===== config.mk =====
export PLATFORM = sky130hd
export DESIGN_NAME = sel_event_host
export DESIGN_NICKNAME = d
export VERILOG_FILES = /design/src/sel_event_pkg.sv /design/src/sel_event_host.sv /design/src/sel_event_compose.sv
export SDC_FILE = /design/constraint.sdc
export NUM_CORES = 1
export LEC_CHECK = 0
export CORE_MARGIN = 2
export CORE_UTILIZATION = 50
export DETAILED_ROUTE_END_ITERATION = 10
export DONT_BUFFER_PORTS = 1
export PLACE_DENSITY_LB_ADDON = 0.05
export SLEW_MARGIN = 20
export SYNTH_ARGS = -nofsm -noshare
export SYNTH_HDL_FRONTEND = slang
export SYNTH_SLANG_ARGS = --single-unit

===== constraint.sdc =====
create_clock -name aclk -period 2.15 [get_ports aclk]
set_clock_uncertainty 0.1 [all_clocks]
set_input_delay 0.215 -clock aclk [delete_from_list [all_inputs] [get_ports aclk]]
set_output_delay 0.215 -clock aclk [all_outputs]
set_load 0.01 [all_outputs]

===== src/sel_event_pkg.sv =====
// Purpose: constants shared by the event record composer and its top
// Assumes: one 40 MHz clock, 32-bit register words
// Notes: register offsets are byte addresses on the register bus
package sel_event_pkg;

  localparam logic [7:0] OFS_CTRL = 8'h00;
  localparam logic [7:0] OFS_TYPE = 8'h04;
  localparam logic [7:0] OFS_FIELDS = 8'h08;
  localparam logic [7:0] OFS_BYTE2 = 8'h0c;
  localparam logic [7:0] OFS_BYTE3 = 8'h10;
  localparam logic [7:0] OFS_STATUS = 8'h14;

  localparam int CTRL_SEND_BIT = 0;
  localparam int CTRL_DIR_BIT = 1;
  localparam int ST_BUSY_BIT = 0;
  localparam int ST_RSVD_BIT = 1;
  localparam int ST_TYPE_BIT = 2;
  localparam int ST_CNT_LSB = 8;
  localparam int FLD_Q2_LSB = 0;
  localparam int FLD_Q3_LSB = 2;
  localparam int FLD_OFS_LSB = 4;

  localparam logic [1:0] AXI_OKAY = 2'h0;
  localparam logic [1:0] AXI_SLVERR = 2'h2;

  localparam logic [6:0] TYPE_THRESHOLD = 7'h01;
  localparam logic [6:0] TYPE_GENERIC_LO = 7'h02;
  localparam logic [6:0] TYPE_GENERIC_HI = 7'h0c;
  localparam logic [6:0] TYPE_SENSOR_SPEC = 7'h6f;
  localparam logic [6:0] TYPE_VENDOR_LO = 7'h70;
  localparam logic [6:0] TYPE_VENDOR_HI = 7'h7f;

  localparam logic [1:0] QUAL_UNSPEC = 2'h0;
  localparam logic [1:0] QUAL_PRIMARY = 2'h1;
  localparam logic [1:0] QUAL_VENDOR = 2'h2;
  localparam logic [1:0] QUAL_EXT = 2'h3;

  localparam logic [7:0] FILL_BYTE = 8'hff;
  localparam logic [3:0] FILL_NIBBLE = 4'hf;

  typedef enum logic [3:0] {
    CLS_NONE = 4'h1,
    CLS_THRESHOLD = 4'h2,
    CLS_DISCRETE = 4'h4,
    CLS_VENDOR = 4'h8
  } class_t;

  // the sensor-specific code shares the discrete layout
  function automatic class_t class_of(input logic [6:0] code);
    if (code == TYPE_THRESHOLD)
      return CLS_THRESHOLD;
    else if ((code >= TYPE_GENERIC_LO && code <= TYPE_GENERIC_HI) ||
             code == TYPE_SENSOR_SPEC)
      return CLS_DISCRETE;
    else if (code >= TYPE_VENDOR_LO && code <= TYPE_VENDOR_HI)
      return CLS_VENDOR;
    else
      return CLS_NONE;
  endfunction

endpackage


===== src/sel_event_host.sv =====
// Purpose: composes event log records from software fields, presents them
// Assumes: aclk 40 MHz, aresetn synchronous active low, AXI4-Lite slave
// Notes: one record at a time; refused records raise sticky error bits
// What this block does
// threshold byte1[7:6] qualifies byte 2: none, reading, vendor, extension.
// threshold byte1[5:4] qualifies byte 3: none, threshold, vendor, extension.
// threshold byte1[3:0] carries the threshold event offset.
// threshold byte 2 is the trigger reading, all ones when unspecified.
// threshold byte 3 is threshold value, ones if unspecified; needs byte 2.
// discrete qualifiers as threshold, but byte-3 code 01 is reserved.
// discrete byte1[3:0] carries the discrete state offset.
// discrete byte2[7:4] holds severity offset, 0f meaning unspecified.
// discrete byte2[3:0] holds previous state offset, 0f unspecified.
// discrete byte 3 is an optional vendor code, all ones if unspecified.
// vendor class: byte-2 code 11 and byte-3 codes 01, 11 reserved.
// vendor byte1[3:0] carries the event offset.
// vendor byte2[7:4] holds vendor bits or severity, 0f unspecified.
// vendor byte2[3:0] holds vendor code or previous state, 0f unspecified.
// vendor byte 3 is an optional vendor code, all ones if unspecified.
// the device picks the byte layout from the class of the type code.
// sensor-specific type code uses the discrete layout.
// type 01 threshold, 02-0c and 6f discrete, 70-7f vendor.
// direction/type bit 7 is direction, bits 6:0 the type code.
// reserved qualifiers or unknown type codes are flagged.
//
// Our own choices: the AXI4-Lite slave port and the register offsets.
`timescale 1ns/1ps
module sel_event_host (
  input wire logic aclk,
  input wire logic aresetn,
  input wire logic [7:0] s_awaddr,
  input wire logic s_awvalid,
  output logic s_awready,
  input wire logic [31:0] s_wdata,
  input wire logic [3:0] s_wstrb,
  input wire logic s_wvalid,
  output logic s_wready,
  output logic [1:0] s_bresp,
  output logic s_bvalid,
  input wire logic s_bready,
  input wire logic [7:0] s_araddr,
  input wire logic s_arvalid,
  output logic s_arready,
  output logic [31:0] s_rdata,
  output logic [1:0] s_rresp,
  output logic s_rvalid,
  input wire logic s_rready,
  output logic rec_valid,
  input wire logic rec_ready,
  output logic [7:0] rec_dir_type,
  output logic [7:0] rec_data1,
  output logic [7:0] rec_data2,
  output logic [7:0] rec_data3
);

  typedef enum logic [1:0] {
    ST_IDLE = 2'b01,
    ST_HOLD = 2'b10
  } rec_state_t;

  rec_state_t state_q;
  logic dir_q;
  logic [6:0] type_q;
  logic [1:0] qual2_q;
  logic [1:0] qual3_q;
  logic [3:0] offset_q;
  logic [7:0] val2_q;
  logic [7:0] val3_q;
  logic send_q;
  logic rsvd_flag_q;
  logic type_flag_q;
  logic [7:0] count_q;
  logic awready_q, wready_q, bvalid_q, arready_q, rvalid_q;
  logic [1:0] bresp_q, rresp_q;
  logic [31:0] rdata_q;
  logic [7:0] waddr_q, raddr_q;
  logic [31:0] wdata_q;
  logic rec_valid_q;
  logic [7:0] rec_dir_type_q, rec_data1_q, rec_data2_q, rec_data3_q;
  logic [7:0] c_dir_type, c_data1, c_data2, c_data3;
  logic c_rsvd, c_type;
  logic wr_go, wr_fire, rd_go, launch, accept, refuse, st_clr_rsvd;
  logic st_clr_type;

  sel_event_compose u_compose (
    .dir(dir_q),
    .type_code(type_q),
    .qual2(qual2_q),
    .qual3(qual3_q),
    .offset(offset_q),
    .val2(val2_q),
    .val3(val3_q),
    .dir_type(c_dir_type),
    .data1(c_data1),
    .data2(c_data2),
    .data3(c_data3),
    .rsvd_err(c_rsvd),
    .type_err(c_type)
  );

  function automatic logic hit(input logic [7:0] a, input logic [7:0] ofs);
    return a == ofs;
  endfunction

  // write path: address and data are taken together in one beat
  assign wr_go = s_awvalid && s_wvalid && !awready_q && !bvalid_q;
  assign wr_fire = awready_q;

  always_ff @(posedge aclk) begin
    if (!aresetn) begin
      awready_q <= 1'b0;
      wready_q <= 1'b0;
      waddr_q <= 8'h00;
      wdata_q <= 32'h0000_0000;
    end else begin
      awready_q <= wr_go;
      wready_q <= wr_go;
      if (wr_go) begin
        waddr_q <= s_awaddr;
        wdata_q <= s_wstrb[0] ? s_wdata : 32'h0000_0000;
      end
    end
  end

  always_ff @(posedge aclk) begin
    if (!aresetn) begin
      bvalid_q <= 1'b0;
      bresp_q <= sel_event_pkg::AXI_OKAY;
    end else if (wr_fire) begin
      bvalid_q <= 1'b1;
      bresp_q <= (hit(waddr_q, sel_event_pkg::OFS_CTRL) ||
                  hit(waddr_q, sel_event_pkg::OFS_TYPE) ||
                  hit(waddr_q, sel_event_pkg::OFS_FIELDS) ||
                  hit(waddr_q, sel_event_pkg::OFS_BYTE2) ||
                  hit(waddr_q, sel_event_pkg::OFS_BYTE3) ||
                  hit(waddr_q, sel_event_pkg::OFS_STATUS)) ?
                 sel_event_pkg::AXI_OKAY : sel_event_pkg::AXI_SLVERR;
    end else if (s_bready) begin
      bvalid_q <= 1'b0;
    end
  end

  // only byte lane 0 is decoded: every field sits in the low byte
  always_ff @(posedge aclk) begin
    if (!aresetn) begin
      dir_q <= 1'b0;
      type_q <= sel_event_pkg::TYPE_THRESHOLD;
      qual2_q <= sel_event_pkg::QUAL_UNSPEC;
      qual3_q <= sel_event_pkg::QUAL_UNSPEC;
      offset_q <= 4'h0;
      val2_q <= sel_event_pkg::FILL_BYTE;
      val3_q <= sel_event_pkg::FILL_BYTE;
    end else if (wr_fire) begin
      if (hit(waddr_q, sel_event_pkg::OFS_CTRL))
        dir_q <= wdata_q[sel_event_pkg::CTRL_DIR_BIT];
      if (hit(waddr_q, sel_event_pkg::OFS_TYPE))
        type_q <= wdata_q[6:0];
      if (hit(waddr_q, sel_event_pkg::OFS_FIELDS)) begin
        qual2_q <= wdata_q[sel_event_pkg::FLD_Q2_LSB +: 2];
        qual3_q <= wdata_q[sel_event_pkg::FLD_Q3_LSB +: 2];
        offset_q <= wdata_q[sel_event_pkg::FLD_OFS_LSB +: 4];
      end
      if (hit(waddr_q, sel_event_pkg::OFS_BYTE2))
        val2_q <= wdata_q[7:0];
      if (hit(waddr_q, sel_event_pkg::OFS_BYTE3))
        val3_q <= wdata_q[7:0];
    end
  end

  always_ff @(posedge aclk) begin
    if (!aresetn)
      send_q <= 1'b0;
    else
      send_q <= wr_fire && hit(waddr_q, sel_event_pkg::OFS_CTRL) &&
                wdata_q[sel_event_pkg::CTRL_SEND_BIT];
  end

  // a send while a record still waits is dropped, not queued
  assign launch = send_q && (state_q == ST_IDLE);
  assign refuse = launch && (c_rsvd || c_type);
  assign accept = launch && !c_rsvd && !c_type;
  assign st_clr_rsvd = wr_fire && hit(waddr_q, sel_event_pkg::OFS_STATUS) &&
                       wdata_q[sel_event_pkg::ST_RSVD_BIT];
  assign st_clr_type = wr_fire && hit(waddr_q, sel_event_pkg::OFS_STATUS) &&
                       wdata_q[sel_event_pkg::ST_TYPE_BIT];

  // set wins over a clear in the same cycle
  always_ff @(posedge aclk) begin
    if (!aresetn) begin
      rsvd_flag_q <= 1'b0;
      type_flag_q <= 1'b0;
    end else begin
      rsvd_flag_q <= (refuse && c_rsvd) || (rsvd_flag_q && !st_clr_rsvd);
      type_flag_q <= (refuse && c_type) || (type_flag_q && !st_clr_type);
    end
  end

  always_ff @(posedge aclk) begin
    if (!aresetn) begin
      state_q <= ST_IDLE;
      rec_valid_q <= 1'b0;
      count_q <= 8'h00;
    end else begin
      unique case (state_q)
        ST_IDLE: begin
          if (accept) begin
            state_q <= ST_HOLD;
            rec_valid_q <= 1'b1;
          end
        end
        ST_HOLD: begin
          if (rec_ready) begin
            state_q <= ST_IDLE;
            rec_valid_q <= 1'b0;
            count_q <= count_q + 8'h01;
          end
        end
        default: begin
          state_q <= ST_IDLE;
          rec_valid_q <= 1'b0;
        end
      endcase
    end
  end

  // payload is frozen while valid stands
  always_ff @(posedge aclk) begin
    if (!aresetn) begin
      rec_dir_type_q <= 8'h00;
      rec_data1_q <= 8'h00;
      rec_data2_q <= sel_event_pkg::FILL_BYTE;
      rec_data3_q <= sel_event_pkg::FILL_BYTE;
    end else if (accept) begin
      rec_dir_type_q <= c_dir_type;
      rec_data1_q <= c_data1;
      rec_data2_q <= c_data2;
      rec_data3_q <= c_data3;
    end
  end

  // read data may only follow the address handshake, so the address is
  // held here and the answer is built at the edge that takes it
  assign rd_go = s_arvalid && !arready_q && !rvalid_q;

  always_ff @(posedge aclk) begin
    if (!aresetn)
      raddr_q <= 8'h00;
    else if (rd_go)
      raddr_q <= s_araddr;
  end

  always_ff @(posedge aclk) begin
    if (!aresetn) begin
      arready_q <= 1'b0;
      rvalid_q <= 1'b0;
      rdata_q <= 32'h0000_0000;
      rresp_q <= sel_event_pkg::AXI_OKAY;
    end else begin
      arready_q <= rd_go;
      if (arready_q) begin
        rvalid_q <= 1'b1;
        rresp_q <= sel_event_pkg::AXI_OKAY;
        rdata_q <= 32'h0000_0000;
        if (hit(raddr_q, sel_event_pkg::OFS_CTRL))
          rdata_q[sel_event_pkg::CTRL_DIR_BIT] <= dir_q;
        else if (hit(raddr_q, sel_event_pkg::OFS_TYPE))
          rdata_q[6:0] <= type_q;
        else if (hit(raddr_q, sel_event_pkg::OFS_FIELDS))
          rdata_q[7:0] <= {offset_q, qual3_q, qual2_q};
        else if (hit(raddr_q, sel_event_pkg::OFS_BYTE2))
          rdata_q[7:0] <= val2_q;
        else if (hit(raddr_q, sel_event_pkg::OFS_BYTE3))
          rdata_q[7:0] <= val3_q;
        else if (hit(raddr_q, sel_event_pkg::OFS_STATUS)) begin
          rdata_q[sel_event_pkg::ST_BUSY_BIT] <= rec_valid_q;
          rdata_q[sel_event_pkg::ST_RSVD_BIT] <= rsvd_flag_q;
          rdata_q[sel_event_pkg::ST_TYPE_BIT] <= type_flag_q;
          rdata_q[sel_event_pkg::ST_CNT_LSB +: 8] <= count_q;
        end else
          rresp_q <= sel_event_pkg::AXI_SLVERR;
      end else if (rvalid_q && s_rready) begin
        rvalid_q <= 1'b0;
      end
    end
  end

  assign s_awready = awready_q;
  assign s_wready = wready_q;
  assign s_bvalid = bvalid_q;
  assign s_bresp = bresp_q;
  assign s_arready = arready_q;
  assign s_rvalid = rvalid_q;
  assign s_rdata = rdata_q;
  assign s_rresp = rresp_q;
  assign rec_valid = rec_valid_q;
  assign rec_dir_type = rec_dir_type_q;
  assign rec_data1 = rec_data1_q;
  assign rec_data2 = rec_data2_q;
  assign rec_data3 = rec_data3_q;

  rec_hold_a: assert property (@(posedge aclk) disable iff (!aresetn)
    rec_valid_q && !rec_ready |=> rec_valid_q && $stable(rec_data1_q) &&
    $stable(rec_data2_q) && $stable(rec_data3_q) &&
    $stable(rec_dir_type_q))
    else $error("record changed before it was taken");

  data1_pack_a: assert property (@(posedge aclk) disable iff (!aresetn)
    accept |=> rec_data1_q == {$past(qual2_q), $past(qual3_q),
    $past(offset_q)})
    else $error("data byte 1 does not match qualifiers and offset");

  byte2_fill_a: assert property (@(posedge aclk) disable iff (!aresetn)
    accept && qual2_q == sel_event_pkg::QUAL_UNSPEC
    |=> rec_data2_q == sel_event_pkg::FILL_BYTE)
    else $error("unspecified byte 2 not filled with ones");

  byte3_fill_a: assert property (@(posedge aclk) disable iff (!aresetn)
    accept && qual3_q == sel_event_pkg::QUAL_UNSPEC
    |=> rec_data3_q == sel_event_pkg::FILL_BYTE)
    else $error("unspecified byte 3 not filled with ones");

  discrete_rsvd_a: assert property (@(posedge aclk)
    disable iff (!aresetn)
    launch && sel_event_pkg::class_of(type_q) ==
    sel_event_pkg::CLS_DISCRETE && qual3_q == sel_event_pkg::QUAL_PRIMARY
    |=> !rec_valid_q && rsvd_flag_q)
    else $error("discrete record with reserved byte 3 code was sent");

  vendor_rsvd_a: assert property (@(posedge aclk) disable iff (!aresetn)
    launch && sel_event_pkg::class_of(type_q) == sel_event_pkg::CLS_VENDOR
    && qual2_q == sel_event_pkg::QUAL_EXT |=> !rec_valid_q && rsvd_flag_q)
    else $error("vendor record with reserved byte 2 code was sent");

  type_flag_a: assert property (@(posedge aclk) disable iff (!aresetn)
    launch && sel_event_pkg::class_of(type_q) == sel_event_pkg::CLS_NONE
    |=> !rec_valid_q && type_flag_q ##1 type_flag_q || $past(st_clr_type))
    else $error("unknown type code not flagged");

  sensor_spec_a: assert property (@(posedge aclk) disable iff (!aresetn)
    launch && type_q == sel_event_pkg::TYPE_SENSOR_SPEC &&
    qual3_q != sel_event_pkg::QUAL_PRIMARY |=> rec_valid_q)
    else $error("sensor-specific record not sent with discrete layout");

  dir_bit_a: assert property (@(posedge aclk) disable iff (!aresetn)
    accept |=> rec_dir_type_q == {$past(dir_q), $past(type_q)})
    else $error("direction or type code misplaced");

  write_resp_a: assert property (@(posedge aclk) disable iff (!aresetn)
    wr_go |=> s_awready ##1 s_bvalid)
    else $error("write response not two cycles after acceptance");

  threshold_cov: cover property (@(posedge aclk) disable iff (!aresetn)
    accept && type_q == sel_event_pkg::TYPE_THRESHOLD ##[1:20] rec_ready);
  vendor_cov: cover property (@(posedge aclk) disable iff (!aresetn)
    accept && sel_event_pkg::class_of(type_q) == sel_event_pkg::CLS_VENDOR);
  refuse_cov: cover property (@(posedge aclk) disable iff (!aresetn)
    refuse ##[1:30] st_clr_rsvd);

endmodule


===== src/sel_event_compose.sv =====
// Purpose: builds direction/type byte and data bytes 1 to 3 of a record
// Assumes: inputs stable while the caller samples the outputs
// Notes: purely combinational; the caller registers the result
`timescale 1ns/1ps
module sel_event_compose (
  input wire logic dir,
  input wire logic [6:0] type_code,
  input wire logic [1:0] qual2,
  input wire logic [1:0] qual3,
  input wire logic [3:0] offset,
  input wire logic [7:0] val2,
  input wire logic [7:0] val3,
  output logic [7:0] dir_type,
  output logic [7:0] data1,
  output logic [7:0] data2,
  output logic [7:0] data3,
  output logic rsvd_err,
  output logic type_err
);

  sel_event_pkg::class_t cls;

  always_comb begin
    cls = sel_event_pkg::class_of(type_code);
    dir_type = {dir, type_code};
    data1 = {qual2, qual3, offset};
    type_err = (cls == sel_event_pkg::CLS_NONE);
    rsvd_err = 1'b0;
    unique case (cls)
      sel_event_pkg::CLS_DISCRETE: begin
        rsvd_err = (qual3 == sel_event_pkg::QUAL_PRIMARY);
      end
      sel_event_pkg::CLS_VENDOR: begin
        rsvd_err = (qual2 == sel_event_pkg::QUAL_EXT) ||
                   (qual3 == sel_event_pkg::QUAL_PRIMARY) ||
                   (qual3 == sel_event_pkg::QUAL_EXT);
      end
      sel_event_pkg::CLS_THRESHOLD, sel_event_pkg::CLS_NONE: begin
        rsvd_err = 1'b0;
      end
    endcase
    // byte 2 always sent, so a present byte 3 never lacks byte 2
    data2 = val2;
    data3 = val3;
    if (qual2 == sel_event_pkg::QUAL_UNSPEC)
      data2 = sel_event_pkg::FILL_BYTE;
    else if (qual2 == sel_event_pkg::QUAL_PRIMARY &&
             cls != sel_event_pkg::CLS_THRESHOLD) begin
      // nibbles are severity and previous state; software puts 0f in one
      // to leave it unspecified
      data2 = {val2[7:4], val2[3:0]};
    end
    if (qual3 == sel_event_pkg::QUAL_UNSPEC)
      data3 = sel_event_pkg::FILL_BYTE;
  end

endmodule


==> Yosys cells after proc, flatten, opt, wreduce, memory -nomap -nowiden <==
Cells that the tools add are included.
{ "classes": {"bitwise": 0, "shifts": 0, "order_cmp": 4, "n_div": 0, "n_eq_ne": 23, "mux": 38, "addsub": 1, "n_reduce_logical": 54, "mul": 0} }
{ "op_table": {"columns": ["op", "n"], "rows": [
  ["8-bit two-way mux", 9],
  ["8-bit by 4-bit == test with 1-bit output (second input constant)", 4],
  ["8-bit by 5-bit == test with 1-bit output (second input constant)", 4],
  ["1-bit logical AND", 21],
  ["2-bit two-way mux", 9],
  ["8-bit by 3-bit == test with 1-bit output (second input constant)", 2],
  ["8-bit logical NOT", 2],
  ["14-bit two-way mux", 1],
  ["2-bit AND reduction", 7],
  ["4-bit two-way mux", 3],
  ["1-bit logical OR", 11],
  ["9-bit two-way mux", 1],
  ["8-bit by 1-bit adder with 8-bit output (second input constant)", 1],
  ["1-bit logical NOT", 8],
  ["1-bit two-way mux", 8],
  ["7-bit by 1-bit == test with 1-bit output (second input constant)", 1],
  ["7-bit == test (second input constant)", 1],
  ["7-bit by 2-bit >= comparator with 1-bit output (second input constant)", 1],
  ["7-bit >= comparator (second input constant)", 1],
  ["7-bit by 4-bit less-or-equal comparator with 1-bit output (second input constant)", 1],
  ["7-bit less-or-equal comparator (second input constant)", 1],
  ["7-bit two-way mux", 1],
  ["2-bit == test (second input constant)", 3],
  ["3-bit two-way mux", 2],
  ["13 further kinds", 17]
]} }
{ "word_totals": {"romBits": 0, "latch_bits": 0, "output_inout_bits": 74, "in_bits": 60, "memories": 0, "mem_bits_rw": 0, "regBits": 126, "wordCells": 147} }

==> Longest topological paths before layout <==
Gate-level depths: netlist of run 1.
{ "logic_depth": {"depth_word": 13, "mapped_depth": 7, "depth_no_buf": 5} }

==> Hierarchy <==
From an unflattened synthesis of run 1, not the netlist that was laid out.
{ "hier_totals": {"hier_cells": 635, "area_unflattened_um2": 5511.5} }
{ "modules_own_cells": {"columns": ["mod", "area_each_um2", "instances", "cells_each"], "rows": [
  ["sel_event_host", 5198.7, 1, 589],
  ["sel_event_compose", 312.8, 1, 46]
]} }

==> Worst setup path before layout of run 1 <==
OpenSTA, ideal clock, no wires.
{ "synth_timing": {"kind": "register to register", "startpoint": "reg type_q[0]", "endpoint": "reg rec_data2_q[0], in the netlist rec_data2[0]", "required_ns": 1.933, "t_arrival_ns": 1.797, "path_slack_ns": 0.136, "path_stages_with_launch": 8, "cell_sequence": "dfxtp_1 -> clkbuf_1 -> nand4_1 -> nor4_2 -> nor3_2 -> or3_1 -> buf_2 -> o22a_1"} }
{ "synth_between": {"elab_chain_cells": 11, "elab_cells_between_ends": 22, "cone_classes": "order compare (4); eq/ne (6); mux (4); reduce/logical (8)"} }
{ "synth_rtl": {"columns": ["item", "line_no", "source"], "rows": [
  ["start: declaration", "sel_event_host.sv:63", "logic [6:0] type_q;"],
  ["start signal: assignment", "sel_event_host.sv:147", "type_q <= sel_event_pkg::TYPE_THRESHOLD;"],
  ["start signal: assignment", "sel_event_host.sv:157", "type_q <= wdata_q[6:0];"],
  ["7-bit >= comparator, or another cell as far along", "sel_event_pkg.sv:55", "else if (code >= TYPE_VENDOR_LO && code <= TYPE_VENDOR_HI)"],
  ["1-bit logical AND (on tied branches)", "sel_event_pkg.sv:55, sel_event_pkg.sv:52", null],
  ["4-bit two-way mux or 1-bit logical OR (tied branches)", "sel_event_pkg.sv:55, sel_event_pkg.sv:52", null],
  ["4-bit two-way mux", "sel_event_pkg.sv:52", "else if ((code >= TYPE_GENERIC_LO && code <= TYPE_GENERIC_HI) ||"],
  ["4-bit two-way mux *", "sel_event_pkg.sv:50", "if (code == TYPE_THRESHOLD)"],
  ["4-bit by 1-bit == test with 1-bit output or 4-bit by 2-bit == test with 1-bit output (tied branches)", "sel_event_compose.sv:27, sel_event_compose.sv:29", null],
  ["2-bit OR reduction", "sel_event_compose.sv:29", "unique case (cls)"],
  ["1-bit one-hot mux with 3 select lines", "sel_event_compose.sv:29", null],
  ["1-bit logical NOT", "sel_event_host.sv:181", "assign accept = launch && !c_rsvd && !c_type;"],
  ["1-bit logical AND", "sel_event_host.sv:181", null],
  ["1-bit logical AND *", "sel_event_host.sv:181", null],
  ["end signal: assignment", "sel_event_host.sv:231", "rec_data2_q <= sel_event_pkg::FILL_BYTE;"],
  ["end signal: assignment", "sel_event_host.sv:236", "rec_data2_q <= c_data2;"],
  ["end: declaration", "sel_event_host.sv:79", "logic [7:0] rec_dir_type_q, rec_data1_q, rec_data2_q, rec_data3_q;"]
]} }
Every way passes the cells marked *; elsewhere a longest branch is shown, timed or not.
A chain may end at the register's enable or synchronous reset.

==> Worst setup path in the final report of run 1 <==
{ "layout_timing": {"startpoint": "reg type_q[1]", "endpoint": "reg rec_dir_type_q[1], in the netlist rec_dir_type[1]"} }
{ "layout_between": {"elab_chain_cells": 11, "elab_cells_between_ends": 22, "cone_classes": "order compare (4); eq/ne (6); mux (4); reduce/logical (8)"} }
{ "layout_rtl": {"columns": ["item", "line_no", "source"], "rows": [
  ["7-bit >= comparator, or another cell as far along", "sel_event_pkg.sv:55", null],
  ["1-bit logical AND (on tied branches)", "sel_event_pkg.sv:55, sel_event_pkg.sv:52", null],
  ["4-bit two-way mux or 1-bit logical OR (tied branches)", "sel_event_pkg.sv:55, sel_event_pkg.sv:52", null],
  ["4-bit two-way mux", "sel_event_pkg.sv:52", null],
  ["4-bit two-way mux", "sel_event_pkg.sv:50", null],
  ["4-bit by 1-bit == test with 1-bit output or 4-bit by 2-bit == test with 1-bit output (tied branches)", "sel_event_compose.sv:27, sel_event_compose.sv:29", null],
  ["2-bit OR reduction", "sel_event_compose.sv:29", null],
  ["1-bit one-hot mux with 3 select lines", "sel_event_compose.sv:29", null],
  ["1-bit logical NOT", "sel_event_host.sv:181", null],
  ["1-bit logical AND (2 in series)", "sel_event_host.sv:181", null],
  ["end signal: assignment", "sel_event_host.sv:234", "rec_dir_type_q <= c_dir_type;"],
  ["end: declaration", "sel_event_host.sv:79", null]
]} }
Several ways; a longest one is shown, not always the timed one.

==> metrics.md, run 1 <==
| Metric | Value |
|---|---|
| Status | `completed` |
| Post-synthesis compound-gate area fraction | `13.7%` |
| TritonCTS Sinks | `123` |
| Routed vias | `4232` |
| Final total power | `5.39 mW` |
| Commonest non-fill, non-tap cell in the layout | `dfxtp_1` |
| CTS Buf Count | `17` |
| Ys Warns | `0` |
| Crit end category | `flop` |
| Yosys top cell area share | `47.5%` |
| Synth Area in Adders | `0.241%` |
| Synth Area in XOR/XNOR | `1.18%` |
| Drt pass-1 iters | `4` |
| Hold Path Class | `input port to flop` |
| Post-detailed-route DRC marker count | `0` |
| WP data arrival | `2.34 ns` |
| Final hold slack | `0.119 ns` |
| Synth async-reset ratio | `0%` |
| Hold depth | `3` |
| Combinational family with the most area after synthesis | `simple AND/OR/NAND/NOR gates` |
| Input/output buffers | `0` |
| DR WL/cell | `17.1 microns` |
| Max Clock Freq | `488 MHz` |
| Layout cells sized above 1 | `13.0%` |
| Largest net degree at the start of global routing | `80` |
| Number of flops mapped to enable cells by yosys | `0` |
| Antenna Diode Count | `0` |
| Multi-input logic area | `2520 sq um` |
| CTS Root Cell | `clkbuf_8` |
| Overflow after GRT | `0` |
| Post-Route WL | `13300 microns` |
| Largest register FFs | `16` |
| Leakage | `2.64 nW` |
| Max Fanout on Critical Path | `12` |
| Antenna violations before repair | `0` |
| Multiplexer share of the synthesized area | `9.85%` |
| Critical Path Source Type | `flop` |
| Reg2Reg Depth | `7` |
| Hold EP | `s_arready` |
| Primary flip-flop cell chosen by synthesis mapping | `dfxtp_1` |
| Slew HR | `58.2%` |
| Vias in the first global route | `4005` |
| Transition time at the pin with the least slew margin | `0.621 ns` |
| # rows | `37` |
| Vias/cell | `5.47` |
| Worst skew pair latency | `0.51 ns` |
| Die footprint | `11200 sq um` |
| Routed Antenna Nets | `0` |
| RSZ-0062 raised after global routing | `true` |
| Initial Utilization | `50.9%` |
| Required @ worst endpoint | `2.44 ns` |
| # fillers | `876` |
| Final Setup Violations | `0` |
| Total GRT Usage | `24.5%` |
| Worst setup path class | `flop to flop` |
| Min cycle time layout | `2.05 ns` |
| Hold Path Origin | `s_arvalid` |
| Number of H-tree levels | `4` |
| Layout Nets | `686` |
| R2R Setup Slk | `0.10 ns` |
| Flops & latches, synth | `123` |
| Cells after synthesis | `575` |
| TNS Setup | `0 ns` |
| Die span in x | `106 microns` |
| Worst R2R End | `rec_dir_type[1]` |
| Final HPWL DP | `8890 microns` |
| Area contributors post-synth | `dfxtp_1, mux2i_1, nor2_1` |
| CORE AREA | `10200 sq um` |
| Initial DRC count | `251` |
| Fin. Hold Viols | `0` |
| First-pass GRT wire length | `21000 microns` |
| Sequential share of the synthesized area | `47.5%` |
| Netlist cell types | `58` |
| P per Cell Area | `844 nW/um^2` |
| Synthesis-to-layout area growth | `23.3%` |
| Post-synth top area cell | `dfxtp_1` |
| Max clock buf depth | `2` |
| Sequential cell area | `2460 sq um` |
| CTS tree | `done` |
| Final Max Tran Viols | `0` |
| Period utilisation layout | `95.3%` |
| VDD IR-drop max | `525 uV` |
| GPL Wtd Cong | `0.876` |
| Simple-Gate Fraction of Synth Area | `21.5%` |
| Die height | `106 microns` |
| Most frequent cells in the layout | `dfxtp_1, nor2_1, nand2_1` |
| I/O pin cnt | `134` |
| Critical R2R Launch | `type_q[1]` |
| Max-cap check violation count | `0` |
| Post-synthesis area per instance | `9.02 sq um` |
| Post-Syn Area | `5180 sq um` |
| Reg clk slew, reported paths | `0.06 ns` |
==> layer usage <==
layer | vias to the layer above | routed length, microns | GRT usage [%]
li1 | 2084 | - | -
met2 | 140 | 6240 | 38.6
met3 | 20 | 925 | 6.80
met1 | 1988 | 5860 | 31.6
met4 | 0 | 251 | 10.3
met5 | - | 0 | 0
==> synth_stat cells (2+ instances only) <==
library cell,n
o21a_1,6
nand4_1,3
xor2_1,5
buf_1,7
nor2b_1,12
xnor2_1,2
nand3_1,27
nand2_1,64
clkbuf_1,25
a31oi_1,2
or4_1,2
buf_2,2
nor3b_1,3
a221o_1,3
nand2b_1,9
o311ai_0,2
nor3_2,2
nor4_1,2
o211a_1,4
inv_1,6
and3b_1,2
a22o_1,4
dfxtp_1,123
and4_1,3
and3_1,5
nand3b_1,4
o21ai_0,24
a21oi_1,40
nor4_2,2
nor2_1,66
o211ai_1,2
o22ai_1,2
o22a_1,8
or3_1,5
buf_4,19
o31ai_1,3
mux2i_1,51
nor3_1,4
==> worst max-delay path by stage <==
stage | startpoint | endpoint | cells past startpoint
after floorplan | type_q[0] | rec_data2[0] | 7
after global placement | type_q[4] | rec_data2[5] | 5
after detailed placement | qual3_q[0] | rec_data2[4] | 7
after CTS | type_q[2] | rec_data3[0] | 5
after global routing | type_q[1] | rec_data1[7] | 7
final | type_q[1] | rec_dir_type[1] | 7
==> cell families after synthesis <==
kind of cell	count (synthesis)
and+or+nand+nor	223
DFF	123
AOI/OAI and AO/OA	108
buffers and inverters	61
muxes	51
xor gates and xnor gates	7
adders and majority gates	1
other	1
==> worst max-delay path: stages (launching register included) <==
cell	delay [ns]
dfxtp_1	0.36
or3_1	0.40
and4b_1	0.24
o31ai_4	0.29
buf_12	0.19
buf_4	0.12
mux2i_1	0.16
nor2_1	0.06
==> per-stage QoR <==
stage | util (%) | std cells | cell area [sq um] | setup WS (ns)
6_report | 62.8 | 774 | 6390 | 0.100
5_1_grt | 62.8 | 774 | 6390 | -0.0284
4_1_cts | 61.8 | 767 | 6290 | 0.0128
3_5_place_dp | 53.1 | 705 | 5410 | 0.00244
3_3_place_gp | 53.1 | 705 | 5410 | 0.0480
2_1_floorplan | - | 592 | 5250 | 0.136
==> area by class of cell <==
| cell class | instances | share of cell area, % |
|---|---|---|
| timing repair buffer | 68 | 10.0 |
| sequential | 123 | 38.5 |
| clock buffer | 24 | 7.52 |
| multi-input combinational | 408 | 39.5 |
| clock inverter | 8 | 1.41 |
| inverter | 7 | 0.411 |
| tap | 136 | 2.66 |
==> report_power, final <==
part / internal, mW / switching (mW) / total [mW]
Sequential: 2.32 / 0.0381 / 2.35
Clock: 1.76 / 0.962 / 2.72
Combinational: 0.133 / 0.185 / 0.318
==> what timing repair did <==
item,in CTS,in global routing
hold buffers,30,3
hold endpoints to repair,88,7
gates resized for setup,1,9
setup endpoints to repair,8,29
setup buffers,0,4
pin swaps,0,1
Power figures use the tool's default switching activity.
==> run 2: changes to the inputs <==
Settings changed: CORE_UTILIZATION 50 to 30.
==> run 2 against run 1 <==
Net effect: largest cell class unchanged; clock power about the same; fmax up 2.5%; first-iteration DRC count down 25%; flip-flop and latch count unchanged; via count down 0.90%; global-route usage down 7.6 points; final cell count up 12%; the flow now finishes with violations (hold timing); routed wire length up 12%; non-clock buffer count up 4.
==> metrics.md, run 2 (synthesis results as in run 1) <==
| Metric | Value |
|---|---|
| Place WS | `-0.000715 ns (-0.00315 ns)` |
| # rows | `48 (+30%)` |
| Worst path cell trace | `nor4b_1, nand2_1, or4b_1, buf_4, mux2i_1, nand2_1` |
| Vias/cell | `4.84 (-12%)` |
| WP data arrival | `2.20 ns (-0.14 ns)` |
| Routed Antenna Nets | `0 (unchanged)` |
| Largest register FFs | `16 (unchanged)` |
| Critical R2R Launch | `waddr_q[7]` |
| Routed vias | `4194 (-0.90%)` |
| Worst setup margin | `0.150 ns (+0.0499 ns)` |
| Final total power | `5.42 mW (+0.58%)` |
| Antenna violations before repair | `0 (unchanged)` |
| Layout cells sized above 1 | `13.6% (+0.54 points)` |
| Status | `finished with violations` |
| Critical Path Source Type | `flop` |
| P per Cell Area | `835 nW/um^2 (-1.0%)` |
| Synthesis-to-layout area growth | `25.3%` |
| Final Max Tran Viols | `0 (unchanged)` |
| Die span in x | `135 microns (+28%)` |
| Vias in the first global route | `4057 (+1.3%)` |
| Hold Path Origin | `aresetn` |
| Transition time at the pin with the least slew margin | `0.645 ns (+0.0240 ns)` |
| Min cycle time layout | `2.00 ns (-0.0499 ns)` |
| Leakage | `2.64 nW (about the same)` |
| Initial DRC count | `189 (-25%)` |
| Worst skew pair latency | `0.42 ns (-0.09 ns)` |
| GR Layer Usage met3 | `5.39% (-1.4 points)` |
| Worst setup path class | `flop to flop` |
| Psw | `1.22 mW (+3.1%)` |
| Pint | `4.20 mW (-0.14%)` |
| Switch share | `22.5% (+0.56 points)` |
| Hold depth | `2 (-1)` |
| RSZ-0062 raised after global routing | `false` |
| Hold Path Class | `input port to flop` |
| Reg clk slew, reported paths | `0.06 ns (about the same)` |
| Post-detailed-route DRC marker count | `0 (unchanged)` |
| Max Fanout on Critical Path | `8 (-4)` |
| Antenna Diode Count | `0 (unchanged)` |
| R2R Setup Slk | `0.15 ns (+0.05 ns)` |
| Hold EP | `rec_data2[6]` |
| Slew HR | `56.9% (-1.4 points)` |
| Post-Route WL | `14800 microns (+12%)` |
| Max Clock Freq | `500 MHz (+2.5%)` |
| CTS tree | `done` |
| Final Setup Violations | `0 (unchanged)` |
| Number of H-tree levels | `4 (unchanged)` |
| I/O pin cnt | `134 (unchanged)` |
| Required @ worst endpoint | `2.35 ns (-0.09 ns)` |
| GPL Wtd Cong | `0.785 (-10%)` |
| Max clock buf depth | `2 (unchanged)` |
| Placement Cell Area | `5580 sq um (+3.1%)` |
| Met1 layer usage reported by global route | `22.0% (-9.7 points)` |
| Largest net degree at the start of global routing | `80 (unchanged)` |
| Initial Utilization | `30.3% (-21 points)` |
| DR WL/cell | `17.1 microns (-0.29%)` |
| Crit end category | `flop` |
| Part of the power in the clock network | `50.8% (+0.3 points)` |
| Final hold slack | `-0.00182 ns (-0.121 ns)` |
| Total GRT Usage | `17.0% (-7.6 points)` |
| Logic pwr share | `5.7% (-0.2 points)` |
| Final instance area | `6500 sq um (+1.6%)` |
| TritonCTS Sinks | `123 (unchanged)` |
| Commonest non-fill, non-tap cell in the layout | `dfxtp_1` |
| Most frequent cells in the layout | `dfxtp_1, nor2_1, nand2_1` |
| Register share of total power | `43.6% (about the same)` |
| GRT busiest layer | `met2` |
| Reg2Reg Depth | `6 (-1)` |
| VDD IR-drop max | `556 uV (+6.0%)` |
| CORE AREA | `17100 sq um (+68%)` |
| Critical Path Slowest Stage Cell | `or4b_1` |
| CTS Buf Count | `17 (unchanged)` |
| First-pass GRT wire length | `23300 microns (+11%)` |
| Final HPWL DP | `10300 microns (+16%)` |
| Met2 global-route usage | `26.8% (-12 points)` |
| TNS Setup | `0 ns (unchanged)` |
| CTS Root Cell | `clkbuf_16` |
| Die footprint | `18400 sq um (+64%)` |
| Period utilisation layout | `93.0% (-2.3 points)` |
| Die height | `135 microns (+28%)` |
| Drt pass-1 iters | `4 (unchanged)` |
| Layout Nets | `690 (+0.58%)` |
| Most frequent CP cell | `nand2_1` |
| Max-cap check violation count | `0 (unchanged)` |
| Fin. Hold Viols | `1 (+1)` |
| Input/output buffers | `0 (unchanged)` |
| Worst R2R End | `val2_q[5]` |
| Crit-path max cell delay | `0.50 ns (+0.10 ns)` |
| Failing checks | `hold timing` |
| Overflow after GRT | `0 (unchanged)` |
## run 2: cell types whose count changed in the layout (fill, tap and decap cells not counted), moves of 2 or more
cell / delta
buf_4: +7
clkbuf_8: -3
dlygate4sd3_1: -3
clkbuf_1: +2
## run 2: how the worst max path moves through the flow
stage | start | end | cells past startpoint
after detailed placement | type_q[6] | rec_data3[0] | 4
after global routing | type_q[3] | rec_data1[5] | 7
after floorplan | type_q[0] | rec_data2[0] | 7
final | waddr_q[7] | val2_q[5] | 6
after CTS | type_q[6] | rec_data2[2] | 5
after global placement | type_q[6] | rec_data3[1] | 4
## run 2: layout make-up
type	instances	area, sq um
clock inverters	8	92.6
repair buffers	72	654
well taps	225	282
fillers	1805	10600
clock buffers	24	472
inverters	7	26.3
flip-flops and latches	123	2460
multi-input cells	408	2510
## run 2: metal layers
| layer | up-vias | share of wire [%] | routed length (microns) |
|---|---|---|---|
| met5 | - | 0 | 0 |
| met4 | 0 | 1.4 | 213 |
| met3 | 15 | 5.9 | 877 |
| met2 | 112 | 45 | 6740 |
| met1 | 1975 | 47 | 7000 |
| li1 | 2092 | - | - |
## run 2: through the flow
step	hold slack, ns	instances	util [%]
2_1_floorplan	0.251	592	-
3_3_place_gp	0.187	803	32.6
3_5_place_dp	0.189	803	32.6
4_1_cts	0.0494	865	37.7
5_1_grt	0.0101	867	38.0
6_report	-0.00182	867	38.0
## run 2: repair_timing
action,CTS,global route
resized for setup,1,7
endpoints found under the hold margin,66,0
pin swaps,0,1
buffers inserted,0,2
setup endpoints to repair,3,18
hold buffers,30,0
## run 2: critical path: cells and delay by family (launching register included)
family	cells	cell delay [ns]
DFF	1	0.31
muxes	1	0.18
buffers and inverters	1	0.21
and+or+nand+nor	4	1.08
## run 2: power groups by stage
| stage | sequential, mW | clock (mW) | combinational, mW |
|---|---|---|---|
| floorplan | 2.39 | 0 | 0.217 |
| global placement | 2.41 | 0 | 0.246 |
| detailed placement | 2.41 | 0 | 0.249 |
| CTS | 2.36 | 2.83 | 0.311 |
| global route | 2.37 | 2.93 | 0.345 |
| finish | 2.36 | 2.75 | 0.309 |
==> run 3: changes to the inputs <==
Settings changed: GPL_ROUTABILITY_DRIVEN set to 0, MAX_ROUTING_LAYER set to met4.
==> run 3 against run 2 <==
Net effect: the flow still finishes with violations (hold timing); global-route usage up 0.49 points; flip-flop and latch count unchanged; first-iteration DRC count increased by 7.4%; utilization unchanged; sequential share of layout area unchanged; routed wire length up 0.19%; clock power about the same; critical path type unchanged.
==> metrics.md, run 3 (synthesis results as in run 1) <==
| Metric | Value |
|---|---|
| VDD IR-drop max | `554 uV (-0.38%)` |
| Period utilisation layout | `92.7% (-0.30 points)` |
| Required @ worst endpoint | `2.35 ns (about the same)` |
| Layout cells sized above 1 | `13.6% (unchanged)` |
| DR WL/cell | `17.1 microns (+0.19%)` |
| Leakage | `2.64 nW (unchanged)` |
| Max clock buf depth | `2 (unchanged)` |
| Final HPWL DP | `10300 microns (unchanged)` |
| Failing checks | `hold timing` |
| TritonCTS Sinks | `123 (unchanged)` |
| Die footprint | `18400 sq um (unchanged)` |
| CTS Buf Count | `17 (unchanged)` |
| Antenna Diode Count | `0 (unchanged)` |
| P per Cell Area | `836 nW/um^2 (+0.16%)` |
| I/O pin cnt | `134 (unchanged)` |
| Overflow after GRT | `0 (unchanged)` |
| CTS tree | `done` |
| Hold Path Class | `input port to flop` |
| Worst setup margin | `0.156 ns (+0.00648 ns)` |
| Worst skew pair latency | `0.42 ns (about the same)` |
| CTS Root Cell | `clkbuf_16` |
| Commonest non-fill, non-tap cell in the layout | `dfxtp_1` |
| Input/output buffers | `0 (unchanged)` |
| CORE AREA | `17100 sq um (unchanged)` |
| Post-Route WL | `14900 microns (+0.19%)` |
| WP data arrival | `2.19 ns (about the same)` |
| Largest net degree at the start of global routing | `80 (unchanged)` |
| Die span in x | `135 microns (unchanged)` |
| Final Max Tran Viols | `0 (unchanged)` |
| Routed vias | `4213 (+0.45%)` |
| Reg clk slew, reported paths | `0.05 ns (about the same)` |
| Place WS | `-0.000715 ns (unchanged)` |
| Min cycle time layout | `1.99 ns (-0.00648 ns)` |
| Routed Antenna Nets | `0 (unchanged)` |
| Total GRT Usage | `17.5% (+0.49 points)` |
| First-pass GRT wire length | `23200 microns (about the same)` |
| Worst path cell trace | `or3_1, and4b_1, o31ai_4, buf_4, buf_12, mux2i_1, nor2_1` |
| Largest register FFs | `16 (unchanged)` |
| Synthesis-to-layout area growth | `25.3% (unchanged)` |
| Status | `finished with violations` |
| Final Setup Violations | `0 (unchanged)` |
| Max Fanout on Critical Path | `11 (+3)` |
| Final hold slack | `-0.00113 ns (+0.000694 ns)` |
| # fillers | `1805 (unchanged)` |
| Initial Utilization | `30.3% (unchanged)` |
| Die height | `135 microns (unchanged)` |
| Crit end category | `flop` |
| Antenna violations before repair | `0 (unchanged)` |
| Max-cap check violation count | `0 (unchanged)` |
| Critical Path Slowest Stage Cell | `or3_1` |
| Critical Path Source Type | `flop` |
| RSZ-0062 raised after global routing | `false` |
| Most frequent cells in the layout | `dfxtp_1, nor2_1, nand2_1` |
| Slew HR | `57.2% (+0.37 points)` |
| Final total power | `5.43 mW (+0.16%)` |
| Cell Count Post-Placement | `803 (unchanged)` |
| Final non-filler cell total | `867 (unchanged)` |
| Layout Nets | `690 (unchanged)` |
| Crit-path max cell delay | `0.39 ns (-0.11 ns)` |
| # rows | `48 (unchanged)` |
| Fin. Hold Viols | `1 (unchanged)` |
| Post-detailed-route DRC marker count | `0 (unchanged)` |
| Vias/cell | `4.86 (+0.45%)` |
| Kind of cell adding the most delay to the critical path | `simple AND/OR/NAND/NOR gates` |
| Max Clock Freq | `502 MHz (+0.33%)` |
| Transition time at the pin with the least slew margin | `0.640 ns (-0.00550 ns)` |
| TNS Setup | `0 ns (unchanged)` |
| WP buf/inv | `2 (+1)` |
| Initial DRC count | `203 (+7.4%)` |
| Worst setup path class | `flop to flop` |
| Number of H-tree levels | `4 (unchanged)` |
| Drt pass-1 iters | `5 (+1)` |
| Vias in the first global route | `4059 (+0.049%)` |
-- run 3: stage by stage --
stage          area [sq um]  utilization [%]  hold slack (ns)
2_1_floorplan          5250                -            0.251
6_report               6500             38.0         -0.00113
4_1_cts                6460             37.7           0.0494
3_3_place_gp           5580             32.6            0.187
3_5_place_dp           5580             32.6            0.189
5_1_grt                6500             38.0           0.0101
-- run 3: path summary, 6_finish.rpt --
path / start / depth (start not counted) / slack (ns) / endpoint
setup / recovery: type_q[1] / 7 / 0.16 / rec_dir_type[5]
hold / removal: aresetn / 2 / -0.001 / rec_data2[6]
setup reg to reg: type_q[1] / 7 / 0.16 / rec_dir_type[5]
hold reg to reg: waddr_q[0] / 2 / 0.35 / waddr_q[0]
-- run 3: what timing repair did --
action                                  in CTS  in global routing
pin swaps                                    0                  1
gates resized for setup                      1                  7
endpoints found under the setup margin       3                 18
endpoints found under the hold margin       66                  0
hold buffers                                30                  0
buffers inserted                             0                  2
-- run 3: worst register-to-register path, cell delays in order (launching register included) --
cell and delay, ns:
dfxtp_2 0.36, or3_1 0.39, and4b_1 0.25, o31ai_4 0.24
buf_4 0.15, buf_12 0.14, mux2i_1 0.20, nor2_1 0.05
-- run 3: power by group --
group / internal, mW / total [mW] / switching [mW]
clock network: 1.75 / 2.76 / 1.01
registers: 2.32 / 2.36 / 0.0460
logic: 0.132 / 0.309 / 0.177
-- run 3: final cells by class --
cell class                      count  area (sq um)  area share, %
Sequential cell                   123          2460           37.9
Timing Repair Buffer               72           654           10.1
Inverter                            7          26.3          0.404
Clock inverter                      8          92.6           1.42
Multi-Input combinational cell    408          2510           38.6
Tap cell                          225           282           4.33
Clock buffer                       24           472           7.26
-- run 3: routing by layer --
metal	up-vias	global-route usage [%]	wire, microns
li1	2091	-	-
met1	2000	22.0	7070
met2	108	26.8	6760
met3	14	5.27	821
met4	0	5.73	206
met5	-	-	0
